[config.mk]
export PLATFORM = sky130hd
export DESIGN_NAME = srbc_top
export DESIGN_NICKNAME = d
export VERILOG_FILES = /design/src/srbc_pkg.sv /design/src/srbc_sync2.sv /design/src/srbc_top.sv
export SDC_FILE = /design/constraint.sdc
export NUM_CORES = 1
export LEC_CHECK = 0
export BUFFER_PORTS_ARGS = -buffer_cell sky130_fd_sc_hd__buf_2
export CORE_UTILIZATION = 42
export CTS_BUF_LIST = sky130_fd_sc_hd__clkbuf_4 sky130_fd_sc_hd__clkbuf_8
export CTS_CLUSTER_DIAMETER = 30
export DETAILED_ROUTE_END_ITERATION = 16
export PLACE_DENSITY_LB_ADDON = 0.12
export SLEW_MARGIN = 5
export SYNTH_ARGS = -nofsm -noshare
export SYNTH_HDL_FRONTEND = slang
export SYNTH_SLANG_ARGS = --single-unit
[constraint.sdc]
create_clock -name clk -period 4.87 [get_ports clk]
set_input_delay 0 -clock clk [delete_from_list [all_inputs] [get_ports clk]]
set_output_delay 0 -clock clk [all_outputs]
set_load 0.03 [all_outputs]
[src/srbc_pkg.sv]
// Package with constants and types for the system reset and droop control block.
`default_nettype none
package srbc_pkg;
  localparam int unsigned CLK_HZ            = 40000000;
  localparam int unsigned WAKE_CLOCKS       = 256;
  localparam int unsigned WAKE_W            = 9;
  localparam logic [WAKE_W-1:0] WAKE_LAST   = WAKE_W'(WAKE_CLOCKS - 1);
  localparam logic [31:0] RESET_FETCH_ADDR  = 32'h0000_0000;
  localparam logic [31:0] LOCK_WORD         = 32'h8765_4321;
  localparam logic [11:0] LOCK_WORD_ADDR    = 12'h1FC;
  localparam logic [31:0] VECTOR_BASE_ADDR  = 32'h0000_0000;
  localparam int unsigned RC_OSC_KHZ        = 4000;
  localparam int unsigned DROOP_WARN_MV     = 2950;
  localparam int unsigned DROOP_RESET_MV    = 2650;
  localparam int unsigned DROOP_HOLD_MV     = 1000;
  localparam logic [1:0] CLKSRC_RC          = 2'h0;
  localparam logic       MAP_BOOT_ROM       = 1'b0;
  localparam logic       MAP_SRAM           = 1'b1;
  localparam logic       DEBUG_LOCK_RST     = 1'b0;

  typedef enum logic [2:0] {
    SRBC_HOLD = 3'b001,
    SRBC_WAKE = 3'b010,
    SRBC_RUN  = 3'b100
  } srbc_state_t;

  typedef struct packed {
    logic pin_reset_n;
    logic watchdog;
    logic power_on;
    logic droop_reset;
  } srbc_src_t;

  typedef struct packed {
    logic osc_running;
    logic flash_init_done;
  } srbc_ready_t;
endpackage
`default_nettype wire

[src/srbc_sync2.sv]
// Two-stage synchroniser for one level.
`timescale 1ns/10ps
`default_nettype none
module srbc_sync2 (
  input  wire logic clk,
  input  wire logic d,
  output var  logic q
);
  logic meta_reg;
  always_ff @(posedge clk) begin
    meta_reg <= d;
    q        <= meta_reg;
  end
endmodule // srbc_sync2
`default_nettype wire

[src/srbc_top.sv]
// System reset sequencing, supply droop handling, code lock and vector map.
// ---------------------------------------------------------------------------
// ---------------------------------------------------------------------------
`timescale 1ns/10ps
`default_nettype none
module srbc_top
  import srbc_pkg::*;
(
  input  wire logic              clk,
  input  wire logic              srst,
  input  wire srbc_pkg::srbc_src_t   reset_src,
  input  wire srbc_pkg::srbc_ready_t ready_in,
  input  wire logic              droop_warn_cmp,
  input  wire logic              droop_irq_enable,
  input  wire logic              boot_checksum_ok,
  input  wire logic [31:0]       boot_lock_data,
  input  wire logic [11:0]       boot_lock_addr,
  input  wire logic              boot_check_strobe,
  input  wire logic              isp_full_erase_done,
  input  wire logic              map_select,
  input  wire logic              clk_select_write,
  input  wire logic [1:0]        clk_select_data,
  input  wire logic [3:0]        ext_irq,
  input  wire logic [3:0]        ext_wake_enable,
  input  wire logic              power_down,
  output logic                   chip_reset,
  output logic                   core_reset,
  output logic [31:0]            fetch_addr,
  output logic                   droop_irq,
  output logic                   droop_status,
  output logic                   flash_write_block,
  output logic                   debug_disable,
  output logic                   vector_from_sram,
  output logic [1:0]             clk_source,
  output logic                   wake_up
);
  import srbc_pkg::*;

  // ---------------------------------------------------------------------------
  // Reset sources
  // ---------------------------------------------------------------------------
  // Requests are combinational so they act without waiting for a clock.
  wire reset_request = ~reset_src.pin_reset_n | reset_src.watchdog
                     | reset_src.power_on | reset_src.droop_reset;
  assign chip_reset = reset_request | srst;
  assign flash_write_block = reset_src.droop_reset | core_reset;

  // ---------------------------------------------------------------------------
  // Wake-up sequencer
  // ---------------------------------------------------------------------------
  srbc_state_t        state_reg, state_next;
  logic [WAKE_W-1:0]  wake_cnt_reg, wake_cnt_next;
  wire release_ok = reset_src.pin_reset_n & ready_in.osc_running
                  & ready_in.flash_init_done & (wake_cnt_reg == WAKE_LAST);

  always_comb begin
    state_next    = state_reg;
    wake_cnt_next = wake_cnt_reg;
    unique case (state_reg)
      SRBC_HOLD: begin
        wake_cnt_next = '0;
        state_next    = SRBC_WAKE;
      end
      SRBC_WAKE: begin
        if (wake_cnt_reg != WAKE_LAST) begin
          wake_cnt_next = wake_cnt_reg + WAKE_W'(1);
        end
        if (release_ok) begin
          state_next = SRBC_RUN;
        end
      end
      SRBC_RUN: state_next = SRBC_RUN;
      default: state_next = SRBC_HOLD;
    endcase
  end

  always_ff @(posedge clk) begin
    if (chip_reset) begin
      state_reg    <= SRBC_HOLD;
      wake_cnt_reg <= '0;
    end else begin
      state_reg    <= state_next;
      wake_cnt_reg <= wake_cnt_next;
    end
  end

  // Release happens on a clock edge, so every register held by core_reset leaves reset together.
  assign core_reset = chip_reset | (state_reg != SRBC_RUN);
  assign fetch_addr = RESET_FETCH_ADDR;

  // Cycles since chip reset dropped; only the release check reads it.
  logic [WAKE_W-1:0] quiet_cnt_reg;
  always_ff @(posedge clk) begin
    if (chip_reset) begin
      quiet_cnt_reg <= '0;
    end else if (quiet_cnt_reg != WAKE_W'(WAKE_CLOCKS)) begin
      quiet_cnt_reg <= quiet_cnt_reg + WAKE_W'(1);
    end
  end

  // ---------------------------------------------------------------------------
  // Supply droop interrupt
  // ---------------------------------------------------------------------------
  logic droop_sync;
  srbc_sync2 u_droop_sync (
    .clk (clk),
    .d   (droop_warn_cmp),
    .q   (droop_sync)
  );

  logic droop_reg;
  always_ff @(posedge clk) begin
    if (srst) begin
      droop_reg <= 1'b0;
    end else begin
      droop_reg <= droop_sync;
    end
  end
  assign droop_status = droop_reg;
  assign droop_irq    = droop_reg & droop_irq_enable;

  // ---------------------------------------------------------------------------
  // Code security
  // ---------------------------------------------------------------------------
  logic lock_reg;
  wire lock_hit = boot_check_strobe & boot_checksum_ok & (boot_lock_data == LOCK_WORD)
                & (boot_lock_addr == LOCK_WORD_ADDR);
  always_ff @(posedge clk) begin
    if (isp_full_erase_done) begin
      lock_reg <= 1'b0;
    end else if (lock_hit) begin
      lock_reg <= 1'b1;
    end
  end
  // The lock is retained across reset; only an erase clears it.
  assign debug_disable = lock_reg;

  // ---------------------------------------------------------------------------
  // Vector map, clock source and wake-up
  // ---------------------------------------------------------------------------
  logic map_reg;
  logic [1:0] clk_src_reg;
  logic wake_reg;
  always_ff @(posedge clk) begin
    if (core_reset) begin
      map_reg     <= MAP_BOOT_ROM;
      clk_src_reg <= CLKSRC_RC;
      wake_reg    <= 1'b0;
    end else begin
      map_reg <= map_select;
      if (clk_select_write) begin
        clk_src_reg <= clk_select_data;
      end
      wake_reg <= power_down & |(ext_irq & ext_wake_enable);
    end
  end
  assign vector_from_sram = map_reg;
  assign clk_source       = clk_src_reg;
  assign wake_up          = wake_reg;

  // ---------------------------------------------------------------------------
  // Checks
  // ---------------------------------------------------------------------------
  chk_src_reset: assert property (@(posedge clk) reset_request |-> chip_reset)
    else $error("Reset source did not assert chip reset.");
  chk_hold_wake: assert property (@(posedge clk) chip_reset |=> state_reg == SRBC_HOLD)
    else $error("Reset did not restart wake-up timer.");
  chk_release_cond: assert property (@(posedge clk) disable iff (chip_reset)
      (state_reg == SRBC_WAKE) && !release_ok |=> core_reset)
    else $error("Core reset released early.");
  chk_release_sync: assert property (@(posedge clk) disable iff (chip_reset)
      $fell(core_reset) |-> $past(release_ok))
    else $error("Release not tied to clock edge.");
  chk_droop_irq: assert property (@(posedge clk) disable iff (srst)
      droop_irq |-> droop_status && droop_irq_enable)
    else $error("Droop irq without enable.");
  chk_droop_lat: assert property (@(posedge clk) disable iff (srst)
      $rose(droop_warn_cmp) ##1 droop_warn_cmp ##1 droop_warn_cmp |=> droop_status)
    else $error("Droop status late.");
  chk_flash_block: assert property (@(posedge clk) reset_src.droop_reset |-> flash_write_block)
    else $error("Flash not blocked on droop reset.");
  chk_lock_set: assert property (@(posedge clk) lock_hit && !isp_full_erase_done
      |=> debug_disable)
    else $error("Debug not locked.");
  chk_lock_clear: assert property (@(posedge clk) isp_full_erase_done |=> !debug_disable)
    else $error("Erase did not unlock debug.");
  chk_clk_rc: assert property (@(posedge clk) core_reset |=> clk_source == CLKSRC_RC)
    else $error("Clock source not RC after reset.");
  chk_release_wait: assert property (@(posedge clk) disable iff (chip_reset)
      $fell(core_reset) |-> quiet_cnt_reg == WAKE_W'(WAKE_CLOCKS))
    else $error("Core reset released before the wake-up count.");
  chk_release_ready: assert property (@(posedge clk) disable iff (chip_reset)
      $fell(core_reset) |-> $past(reset_src.pin_reset_n && ready_in.osc_running
      && ready_in.flash_init_done))
    else $error("Core reset released while a release condition was missing.");
  chk_fetch_zero: assert property (@(posedge clk)
      !core_reset |-> fetch_addr == RESET_FETCH_ADDR)
    else $error("Fetch address not zero out of reset.");
  chk_map_boot: assert property (@(posedge clk) core_reset |=> !vector_from_sram)
    else $error("Vectors not mapped to boot ROM after reset.");
  chk_wake_event: assert property (@(posedge clk) disable iff (core_reset)
      power_down && |(ext_irq & ext_wake_enable) |=> wake_up)
    else $error("Enabled external interrupt did not wake the core.");
  chk_droop_clear: assert property (@(posedge clk) disable iff (srst)
      !droop_warn_cmp [*3] |=> !droop_status)
    else $error("Droop status did not clear.");
endmodule // srbc_top
`default_nettype wire

After elaboration in Yosys (flattened, before gate mapping). Index checks and enable logic that the tools add are counted.

Bits in registers: 20. Input port bits: 70. Output and inout port bits: 42. Logic and storage cells: 43.

Add/sub/neg operators: 1. Equality and inequality tests: 10. Mux-type cells: 4. Bitwise logic cells: 16. Reductions and logical operators: 3.

Operators with widths (count): equality test 32 bit, second input constant (1); case mux 9 bit (2 select lines) (1); equality test 12 x 9 -> 1 bit, second input constant (1); adder 9 x 1 -> 9 bit, second input constant (1); equality test 9 x 8 -> 1 bit, second input constant (1); 2-to-1 mux 9 bit (1); != test 9 x 8 -> 1 bit, second input constant (1); case mux 3 bit (3 select lines) (1); bitwise AND 1 bit (8); OR 1 bit (6); bitwise AND 4 bit (1); != test 2 bit, second input constant (2); OR reduction 4 bit (1); equality test 3 x 1 -> 1 bit, second input constant (1); equality test 3 x 2 -> 1 bit, second input constant (1); equality test 3 bit, second input constant (1); 2-to-1 mux 3 bit (1); != test 3 bit, second input constant (1); AND reduction 2 bit (1); nonzero test 2 bit (1); NOT 1 bit (1).

Depth between registers and ports, before layout. Gate-level depths: netlist of run 1.

Depth after elaboration: 7. Depth in mapped cells: 8. Gate-level depth less buffers: 8.

Cells and area by module. Synthesis of run 1 repeated with hierarchy kept, for this count alone.

Cells, all modules: 146. Area total of the unflattened synthesis: 1283.7 um^2.

Modules (own cells, without submodules): srbc_top (times used 1, cells each 144, area an instance 1243.7 um^2, seq. area each 360.3 um^2); srbc_sync2 (times used 1, cells each 2, area an instance 40.0 um^2, seq. area each 40.0 um^2).

Worst setup path after synthesis of run 1. OpenSTA, ideal clock, no wires.

Path kind: reg2reg. Start point: register wake_cnt_reg[0]. End point: register wake_cnt_reg[5]. Library setup time: 0.121 ns. Arrival: 1.963 ns. Data required time: 4.749 ns. Path slack: 2.786 ns. Cell stages (with the launch flop): 9. Path buffers: 0. Period minus slack after synthesis: 2.084 ns. Cell sequence: dfxtp_1 > ha_1 > nand3_1 > nor2_1 > ha_1 > or3b_4 > a211oi_4 > nand3_2 > mux2_4.

Cells in the longest elaborated chain, start to end: 3. Elaborated cells between the ends (all ways): 6. Classes of those cells: add/sub: 1; eq/ne: 2; mux: 2; reduce/logical: 1.

Ends and longest elaborated chain: start, declared (line srbc_top.sv:52) `logic [WAKE_W-1:0] wake_cnt_reg, wake_cnt_next;`; start signal, assigned (line srbc_top.sv:83) `wake_cnt_reg <= wake_cnt_next;`; adder 9 x 1 -> 9 bit or != test 9 x 8 -> 1 bit (tied branches) (line srbc_top.sv:66, srbc_top.sv:65); 2-to-1 mux 9 bit or != test 2 bit (tied branches); case mux 9 bit (2 select lines) or AND reduction 2 bit (tied branches).

Several ways; a longest one is shown, not always the timed one. The select of a mux whose other input is x is not followed. A chain may end at the register's enable or synchronous reset.

Worst setup path after layout of run 1. Same ends and word-level chain as after synthesis.

==> results.py, run 1 <==
metrics = {
    "cells_and_area": {
        "drive_above_1_share_pct": 38.7,
        "nNetsFinal": 311,
        "final_util_pct": 61.6,
        "largest_reg_flops": 9,
        "num_antenna_cells": 0,
        "area_delta_synth_final_pct": 35.8,
    },
    "global_route": {
        "antenna_found_initial": 0,
        "overflow": 0,
        "grt_first_pass_wirelength_um": 4910,
        "grt_pass1_vias": 1209,
        "grt_max_degree": 14,
        "grtUsageTotal_pct": 19.1,
    },
    "clock_tree": {
        "cts.clk_slew.worst_paths_ns": 0.11,
        "cts_tree": "yes",
        "cts-resized-gates": 0,
        "cts_max_path_buffers": 2,
        "cts_sinks": 20,
        "cts_max_level": 1,
        "insertion_delay_ns": 0.29,
        "cts-root-buf": "clkbuf_4",
        "cts-buffers-inserted": 3,
    },
    "die": {
        "core-area_um2": 2830,
        "die_y_um": 57.3,
        "num_io_pins": 112,
        "start_util_pct": 45.4,
        "dieArea_um2": 3280,
        "die_x_um": 57.3,
        "fp-row-count": 19,
    },
    "hold_path": {
        "hold_path_end": "wake_up$_SDFF_PP0_",
        "min_path_cells": 3,
        "min-delay-start": "ext_wake_enable[3]",
        "hp-class": "input port to flop",
    },
    "timing": {
        "slew-limit-headroom_pct": 57.4,
        "fmax_mhz": 448,
        "timing.hold.ws_ns": 0.0620,
        "fin_crit_ns": 2.23,
        "finalCritPeriodShare_pct": 45.8,
        "rsz0062_at_grt": "no",
        "final.setup_skew_ns": 0.00626,
        "finalHoldViolCount": 0,
        "max_slew.worst_pin.slew_ns": 0.636,
        "slew_viol_final": 0,
        "totalNegativeSetupSlack_ns": 0,
        "fin_ws_ns": 2.64,
        "finalSetupViolations": 0,
    },
    "routing": {
        "ant_nets": 0,
        "routedWlPerCell_um": 11.2,
        "drt-pass1-iter-count": 10,
        "wl_um": 3010,
        "viasPerCell": 4.81,
        "drt_iter0_markers": 54,
        "vias": 1295,
        "drc": 8,
    },
    "power_and_ir_drop": {
        "power_density_nw_per_um2": 195,
        "power_w": 0.000339,
        "vdd_drop_max_v": 0.000126,
        "p_leak_nw": 0.801,
    },
    "synthesis": {
        "avgSynthCellArea_um2": 8.79,
        "synthArstFlopShare_pct": 0,
        "synth_seq_cells": 20,
        "syn-cell-area_um2": 1280,
        "synth_edf_count": 0,
        "synth_cells": 146,
        "yosysSeqAreaShare_pct": 31.2,
        "yosys_warnings": 0,
        "ys_types": 42,
        "synth_ff_type": "dfxtp_1",
    },
    "critical_path": {
        "cp_data_arrival_time_ns": 2.43,
        "reg2reg_slack_ns": 2.64,
        "r2r-end": "wake_cnt_reg[5]$_SDFFE_PP0P_",
        "ff2ff_path_depth": 8,
        "worstSetupPathType": "flop to flop",
        "worstPathRequired_ns": 5.07,
        "reg2reg_from": "wake_cnt_reg[0]$_SDFFE_PP0P_",
        "crit_path_end_kind": "flop",
        "cp-start-kind": "flop",
        "worstPathMaxFanout": 5,
    },
    "outcome": {
        "violations": "DRC",
        "status": "finished with violations",
    },
    "placement": {
        "hpwlAfterDp_um": 2400,
        "port_buffers": 79,
        "dp_slack_ns": 2.67,
        "gp_congestion": 0.792,
    },
    "run": {
        "drv_cap": 0,
    },
}
area by class of cell:
class / count / area, um2
Inverter: 4 / 15.0
Clock buffer: 4 / 36.3
Timing Repair Buffer: 91 / 515
Multi-Input combinational cell: 119 / 737
Fill cell: 255 / 1090
Sequential cell: 20 / 400
Tap cell: 31 / 38.8
worst max-delay path: stages, from the launching register on:
cell,delay (ns)
dfxtp_1,0.35
ha_1,0.26
nand3_1,0.10
nor2_1,0.04
ha_1,0.22
or3b_4,0.44
a211oi_4,0.31
nand3_2,0.11
mux2_4,0.30
power by group:
part           switching (W)  internal (W)
registers        0.000000849      0.000165
logic              0.0000484     0.0000311
clock network      0.0000484     0.0000455
worst max-delay path by stage:
stage / startpoint / end / cells past startpoint
after floorplan: wake_cnt_reg[0]$_SDFFE_PP0P_ / wake_cnt_reg[5]$_SDFFE_PP0P_ / 8
after global placement: wake_cnt_reg[0]$_SDFFE_PP0P_ / wake_cnt_reg[5]$_SDFFE_PP0P_ / 8
after detailed placement: wake_cnt_reg[0]$_SDFFE_PP0P_ / wake_cnt_reg[5]$_SDFFE_PP0P_ / 8
after CTS: wake_cnt_reg[0]$_SDFFE_PP0P_ / wake_cnt_reg[5]$_SDFFE_PP0P_ / 8
after global routing: wake_cnt_reg[0]$_SDFFE_PP0P_ / wake_cnt_reg[5]$_SDFFE_PP0P_ / 8
final: wake_cnt_reg[0]$_SDFFE_PP0P_ / wake_cnt_reg[5]$_SDFFE_PP0P_ / 8
cells by family after synthesis:
group | after synthesis | share of synthesized area, %
fa+ha+maj | 2 | 1.95
other cells | 1 | 0.292
simple gates | 62 | 28.5
flops | 20 | 31.2
xor+xnor | 5 | 3.41
buf+inv | 38 | 20.5
compound gates | 14 | 10.7
mux | 4 | 3.51
synthesized netlist by cell type, drive strengths merged (4+ instances only):
library cell	count	area [um2]
nor3b	4	35.0
nand3	7	40.0
dfxtp	20	400
nand2b	4	27.5
buf	33	244
nor2	14	52.6
a211oi	4	42.5
inv	4	15.0
nand4	5	31.3
nand2	6	22.5
nor3	7	35.0
xnor2	5	43.8
metal layers:
layer	part of all wire (%)	track usage, %
met1	38	19.9
met2	53	38.3
met3	7.4	2.27
met4	1.6	6.97
met5	0	0
stage by stage:
stage,cells,cell area (um2)
finish,269,1740
global route,269,1740
CTS,269,1740
detailed placement,253,1590
global placement,253,1590
floorplan,177,1400
layout by cell type (no fill, tap or decap), types with 3 or more instances in the layout:
| cell type | n |
|---|---|
| a211oi_1 | 3 |
| buf_2 | 79 |
| clkbuf_4 | 3 |
| conb_1 | 32 |
| dfxtp_1 | 20 |
| dlygate4sd3_1 | 12 |
| inv_1 | 4 |
| mux2i_1 | 3 |
| nand2_1 | 6 |
| nand2b_1 | 3 |
| nand3_1 | 6 |
| nand4_1 | 5 |
| nor2_1 | 14 |
| nor3_1 | 7 |
| nor3b_1 | 3 |
| nor4bb_1 | 3 |
| xnor2_1 | 5 |
repair_timing:
action | 4_1_cts | 5_1_grt
buffers inserted | 0 | 0
hold buffers | 12 | 0
endpoints found under the hold margin | 8 | 0
(Power assumes the default switching activity.)
==> run 2: changes to the inputs <==
- CORE_UTILIZATION: 42 -> 39
- clock period: 4.87 -> 2.2 ns (I/O delays scaled with it)
==> run 2 against run 1 <==
Compared with the run above:
- the flow now finishes without violations
- critical path depth unchanged
- clock skew up 0.0014 ns
- non-clock buffer count up 3
- register-to-register slack worse by 2.6 ns
- fmax up 5.6%
- clock power up 130%
- critical path type unchanged
- critical endpoint unchanged
- largest power group unchanged
==> results.py, run 2 (synthesis results as in run 1) <==
metrics = {
    "timing": {
        "fin_crit_ns": 2.11,
        "timing.hold.ws_ns": 0.0647,
        "totalNegativeSetupSlack_ns": 0,
        "finalHoldViolCount": 0,
        "slew_viol_final": 0,
        "rsz0062_at_grt": "no",
        "final.setup_skew_ns": 0.00762,
        "fmax_mhz": 473,
        "fin_ws_ns": 0.0864,
        "finalCritPeriodShare_pct": 96.1,
        "slew-limit-headroom_pct": 61.2,
        "finalSetupViolations": 0,
        "max_slew.worst_pin.slew_ns": 0.581,
    },
    "power_and_ir_drop": {
        "vdd_drop_max_v": 0.000304,
        "p_leak_nw": 0.815,
        "internal_power_w": 0.000535,
        "power_frac_clock_pct": 28.2,
        "switching_share_pct": 29.3,
        "p_sw_w": 0.000221,
        "seqPwrFrac_pct": 48.6,
        "power_density_nw_per_um2": 424,
        "p_comb_share_pct": 23.3,
    },
    "global_route": {
        "grt_first_pass_wirelength_um": 4840,
        "grt_pass1_vias": 1182,
        "grtUsageTotal_pct": 17.8,
        "antenna_found_initial": 0,
        "grt_max_degree": 14,
        "overflow": 0,
    },
    "clock_tree": {
        "cts_max_path_buffers": 2,
        "insertion_delay_ns": 0.30,
        "cts_max_level": 1,
        "cts-buffers-inserted": 3,
        "cts_sinks": 20,
        "cts.clk_slew.worst_paths_ns": 0.12,
        "cts_tree": "yes",
        "cts-root-buf": "clkbuf_4",
    },
    "critical_path": {
        "worstSetupPathType": "flop to flop",
        "r2r-end": "wake_cnt_reg[5]$_SDFFE_PP0P_",
        "cp-start-kind": "flop",
        "worstPathRequired_ns": 2.40,
        "cp_data_arrival_time_ns": 2.31,
        "path_cells": "ha_1 -> nand3_1 -> nor2_1 -> ha_2 -> or3b_4 -> a211oi_4 -> nand3_2 -> mux2_4",
        "critPathTopFamily": "simple AND/OR/NAND/NOR gates",
        "cp_slowest_cell": "or3b_4",
        "endpoint": "wake_cnt_reg[5]$_SDFFE_PP0P_",
        "ff2ff_path_depth": 8,
        "path_depth": 8,
        "crit_path_end_kind": "flop",
        "worstPathMaxFanout": 4,
        "max_stage_delay_ns": 0.45,
        "startpoint": "wake_cnt_reg[0]$_SDFFE_PP0P_",
        "crit_buf_inv": 0,
        "reg2reg_slack_ns": 0.09,
        "reg2reg_from": "wake_cnt_reg[0]$_SDFFE_PP0P_",
    },
    "die": {
        "die_x_um": 59.4,
        "core-area_um2": 3080,
        "die_y_um": 59.4,
        "fp-row-count": 20,
        "start_util_pct": 41.7,
        "dieArea_um2": 3520,
        "num_io_pins": 112,
    },
    "routing": {
        "ant_nets": 0,
        "routedWlPerCell_um": 10.9,
        "wl_um": 3110,
        "drt_iter0_markers": 25,
        "vias": 1289,
        "viasPerCell": 4.52,
        "drc": 0,
        "drt-pass1-iter-count": 4,
    },
    "placement": {
        "gp_congestion": 0.853,
        "dp_slack_ns": 0.0435,
        "port_buffers": 79,
        "hpwlAfterDp_um": 2460,
    },
    "cells_and_area": {
        "seq_area_um2": 402,
        "area_delta_synth_final_pct": 39.1,
        "num_antenna_cells": 0,
        "fillers": 299,
        "final_common_cell": "buf_2",
        "drive_above_1_share_pct": 40.2,
        "multi_input_area_um2": 739,
        "final_cell_mix": "buf_2, conb_1, dfxtp_1, nor2_1, dlygate4sd3_1",
        "nNetsFinal": 314,
        "largest_reg_flops": 9,
    },
    "outcome": {
        "status": "finished clean",
    },
    "hold_path": {
        "hp-class": "input port to flop",
    },
    "run": {
        "drv_cap": 0,
    },
}
-- run 2: cell count changes in the layout (fill, tap and decap cells not counted), sizes merged --
cell | before | now
buf | 79 | 82
-- run 2: how the worst min path moves through the flow --
stage	from	end	slack (ns)	depth (start not counted)
finish	ext_wake_enable[3]	wake_up$_SDFF_PP0_	0.06	3
CTS	ext_wake_enable[3]	wake_up$_SDFF_PP0_	0.05	3
floorplan	droop_warn_cmp	u_droop_sync.meta_reg$_DFF_P_	0.03	0
global placement	droop_warn_cmp	u_droop_sync.meta_reg$_DFF_P_	0.11	1
detailed placement	droop_warn_cmp	u_droop_sync.meta_reg$_DFF_P_	0.11	1
global route	reset_src[3]	state_reg[2]$_SDFFE_PP0P_	0.12	4
-- run 2: per-stage QoR --
| step | instances | cell area, um2 | power, W | utilization (%) |
|---|---|---|---|---|
| 2_1_floorplan | 177 | 1400 | 0.000515 | - |
| 3_3_place_gp | 269 | 1630 | 0.000533 | 52.8 |
| 3_5_place_dp | 269 | 1630 | 0.000535 | 52.8 |
| 4_1_cts | 285 | 1780 | 0.000760 | 57.9 |
| 5_1_grt | 285 | 1790 | 0.000789 | 58.0 |
| 6_report | 285 | 1790 | 0.000756 | 58.0 |
-- run 2: worst min-delay path, delay by kind of cell --
family / cells / cell delay [ns]
simple gates: 1 / 0.18
buf+inv: 1 / 0.07
compound gates: 1 / 0.06
-- run 2: layer usage --
layer / vias up / part of all wire (%) / track usage [%]
li1: 641 / - / -
met1: 578 / 41 / 20.4
met2: 68 / 52 / 34.2
met3: 2 / 6.4 / 1.75
met4: 0 / 0.35 / 5.78
met5: - / 0 / 0
-- run 2: layout make-up --
class                      instances  area share [%]
clock buffer                       4            2.03
inverter                           4           0.841
multi-input combinational        119            41.4
sequential                        20            22.5
tap                               44            3.08
timing repair buffer              94            30.1
-- run 2: timing repair --
item	in CTS	in global routing
gates resized for setup	0	2
setup endpoints to repair	0	1
setup buffers	0	0
endpoints found under the hold margin	8	0
hold buffers	12	0
-- run 2: power by group through the flow --
stage	logic [W]	registers (W)	clock network, W
final	0.000176	0.000367	0.000213
after detailed placement	0.000160	0.000375	0
after global routing	0.000190	0.000368	0.000232
after global placement	0.000158	0.000375	0
after CTS	0.000174	0.000367	0.000219
after floorplan	0.000138	0.000377	0
==> run 3: changes to the inputs <==
- CORE_UTILIZATION: 39 -> 29
==> run 3 against run 2 <==
Compared with the run above:
- cell area shrank 0.77%
- power grew 2.7%
- first-iteration DRC count shrank 52%
- global-route usage shrank 3.4 points
- highest routed layer unchanged
==> results.py, run 3 (synthesis results as in run 1) <==
metrics = {
    "die": {
        "die_y_um": 68.5,
        "dieArea_um2": 4700,
        "fp-row-count": 23,
        "start_util_pct": 31.2,
        "die_x_um": 68.5,
        "num_io_pins": 112,
        "core-area_um2": 4120,
    },
    "placement": {
        "hpwlAfterDp_um": 2470,
        "dp_slack_ns": 0.0850,
        "dpl_cell_area_um2": 1640,
        "port_buffers": 79,
        "gp_congestion": 0.756,
    },
    "power_and_ir_drop": {
        "internal_power_w": 0.000554,
        "p_comb_share_pct": 22.1,
        "p_sw_w": 0.000223,
        "power_w": 0.000777,
        "p_leak_nw": 0.809,
        "power_frac_clock_pct": 30.7,
        "seqPwrFrac_pct": 47.2,
        "switching_share_pct": 28.7,
        "vdd_drop_max_v": 0.000225,
        "power_density_nw_per_um2": 439,
    },
    "critical_path": {
        "max_stage_delay_ns": 0.43,
        "cp_slowest_cell": "or3b_4",
        "crit_buf_inv": 0,
        "worstSetupPathType": "flop to flop",
        "worstPathRequired_ns": 2.36,
        "reg2reg_slack_ns": 0.12,
        "critPathTopFamily": "simple AND/OR/NAND/NOR gates",
        "path_cells": "ha_1 -> nand3_1 -> nor2_1 -> ha_1 -> or3b_4 -> a211oi_4 -> nand3_2 -> mux2_4",
        "cp-start-kind": "flop",
        "cp_data_arrival_time_ns": 2.24,
        "crit_path_end_kind": "flop",
        "worstPathMaxFanout": 4,
        "cpMostUsedCell": "ha_1",
    },
    "timing": {
        "fin_ws_ns": 0.119,
        "slew_viol_final": 0,
        "max_slew.worst_pin.slew_ns": 0.584,
        "totalNegativeSetupSlack_ns": 0,
        "rsz0062_at_grt": "no",
        "fmax_mhz": 481,
        "slew-limit-headroom_pct": 61.0,
        "fin_crit_ns": 2.08,
        "finalCritPeriodShare_pct": 94.6,
        "finalHoldViolCount": 0,
        "finalSetupViolations": 0,
        "final.setup_skew_ns": 0.00969,
    },
    "global_route": {
        "overflow": 0,
        "grtUsageTotal_pct": 14.4,
        "antenna_found_initial": 0,
        "grt_first_pass_wirelength_um": 4970,
        "grt_max_degree": 14,
        "grt_pass1_vias": 1103,
    },
    "cells_and_area": {
        "drive_above_1_share_pct": 39.9,
        "final_cell_mix": "buf_2, conb_1, dfxtp_1, nor2_1, dlygate4sd3_1",
        "num_antenna_cells": 0,
        "final_common_cell": "buf_2",
        "largest_reg_flops": 9,
        "nNetsFinal": 312,
        "fin_area_um2": 1770,
        "area_delta_synth_final_pct": 38.0,
    },
    "routing": {
        "drc": 0,
        "drt-pass1-iter-count": 4,
        "viasPerCell": 4.23,
        "vias": 1218,
        "ant_nets": 0,
        "wl_um": 2980,
        "routedWlPerCell_um": 10.3,
        "drt_iter0_markers": 12,
    },
    "clock_tree": {
        "cts.clk_slew.worst_paths_ns": 0.08,
        "cts-root-buf": "clkbuf_8",
        "cts-resized-gates": 0,
        "cts_sinks": 20,
        "insertion_delay_ns": 0.26,
        "cts_max_level": 1,
        "cts_max_path_buffers": 2,
        "cts-buffers-inserted": 3,
        "cts_tree": "yes",
    },
    "run": {
        "drv_cap": 0,
    },
    "hold_path": {
        "hp-class": "input port to flop",
    },
    "outcome": {
        "status": "finished clean",
    },
}
[run 3: path summary, 6_finish.rpt]
kind / from / to / cells after the start
max: wake_cnt_reg[0]$_SDFFE_PP0P_ / wake_cnt_reg[5]$_SDFFE_PP0P_ / 8
min: clk_select_write / clk_source[0]$_SDFFE_PP0P_ / 3
max reg2reg: wake_cnt_reg[0]$_SDFFE_PP0P_ / wake_cnt_reg[5]$_SDFFE_PP0P_ / 8
min reg2reg: u_droop_sync.meta_reg$_DFF_P_ / u_droop_sync.q$_DFF_P_ / 0
[run 3: area by class of cell]
type                    count  area, um2
repair buffers             92        515
flip-flops and latches     20        400
clock buffers               3       41.3
multi-input cells         119        737
fillers                   420       2340
inverters                   4       15.0
well taps                  50       62.6
[run 3: worst reg2reg max path, cell delays in order (launching register included)]
cell      delay (ns)
dfxtp_1         0.34
ha_1            0.21
nand3_1         0.08
nor2_1          0.04
ha_1            0.21
or3b_4          0.43
a211oi_4        0.26
nand3_2         0.11
mux2_4          0.30
[run 3: per-layer routing]
metal / vias up / track usage (%) / share of wire [%]
li1: 632 / - / -
met1: 524 / 18.6 / 47
met2: 58 / 23.8 / 47
met3: 4 / 1.97 / 4.4
met4: 0 / 6.25 / 1.6
met5: - / 0 / 0
[run 3: timing repair]
| item | CTS | global route |
|---|---|---|
| setup endpoints to repair | 0 | 1 |
| setup buffers | 0 | 0 |
| hold endpoints to repair | 8 | 0 |
| hold buffers | 9 | 0 |
[run 3: metrics by stage]
step / util (%) / hold slack (ns) / std cells
2_1_floorplan: - / 0.0277 / 177
3_3_place_gp: 39.9 / 0.105 / 276
3_5_place_dp: 39.9 / 0.106 / 276
4_1_cts: 43.1 / 0.0231 / 288
5_1_grt: 43.1 / 0.0545 / 288
6_report: 43.1 / 0.0269 / 288
[run 3: power groups by stage]
| stage | Clock, W | Sequential (W) | Combinational (W) |
|---|---|---|---|
| 3_5_place_dp | 0 | 0.000375 | 0.000159 |
| 4_1_cts | 0.000246 | 0.000367 | 0.000171 |
| 6_report | 0.000238 | 0.000367 | 0.000171 |
| 3_3_place_gp | 0 | 0.000376 | 0.000159 |
| 2_1_floorplan | 0 | 0.000377 | 0.000138 |
| 5_1_grt | 0.000261 | 0.000367 | 0.000189 |
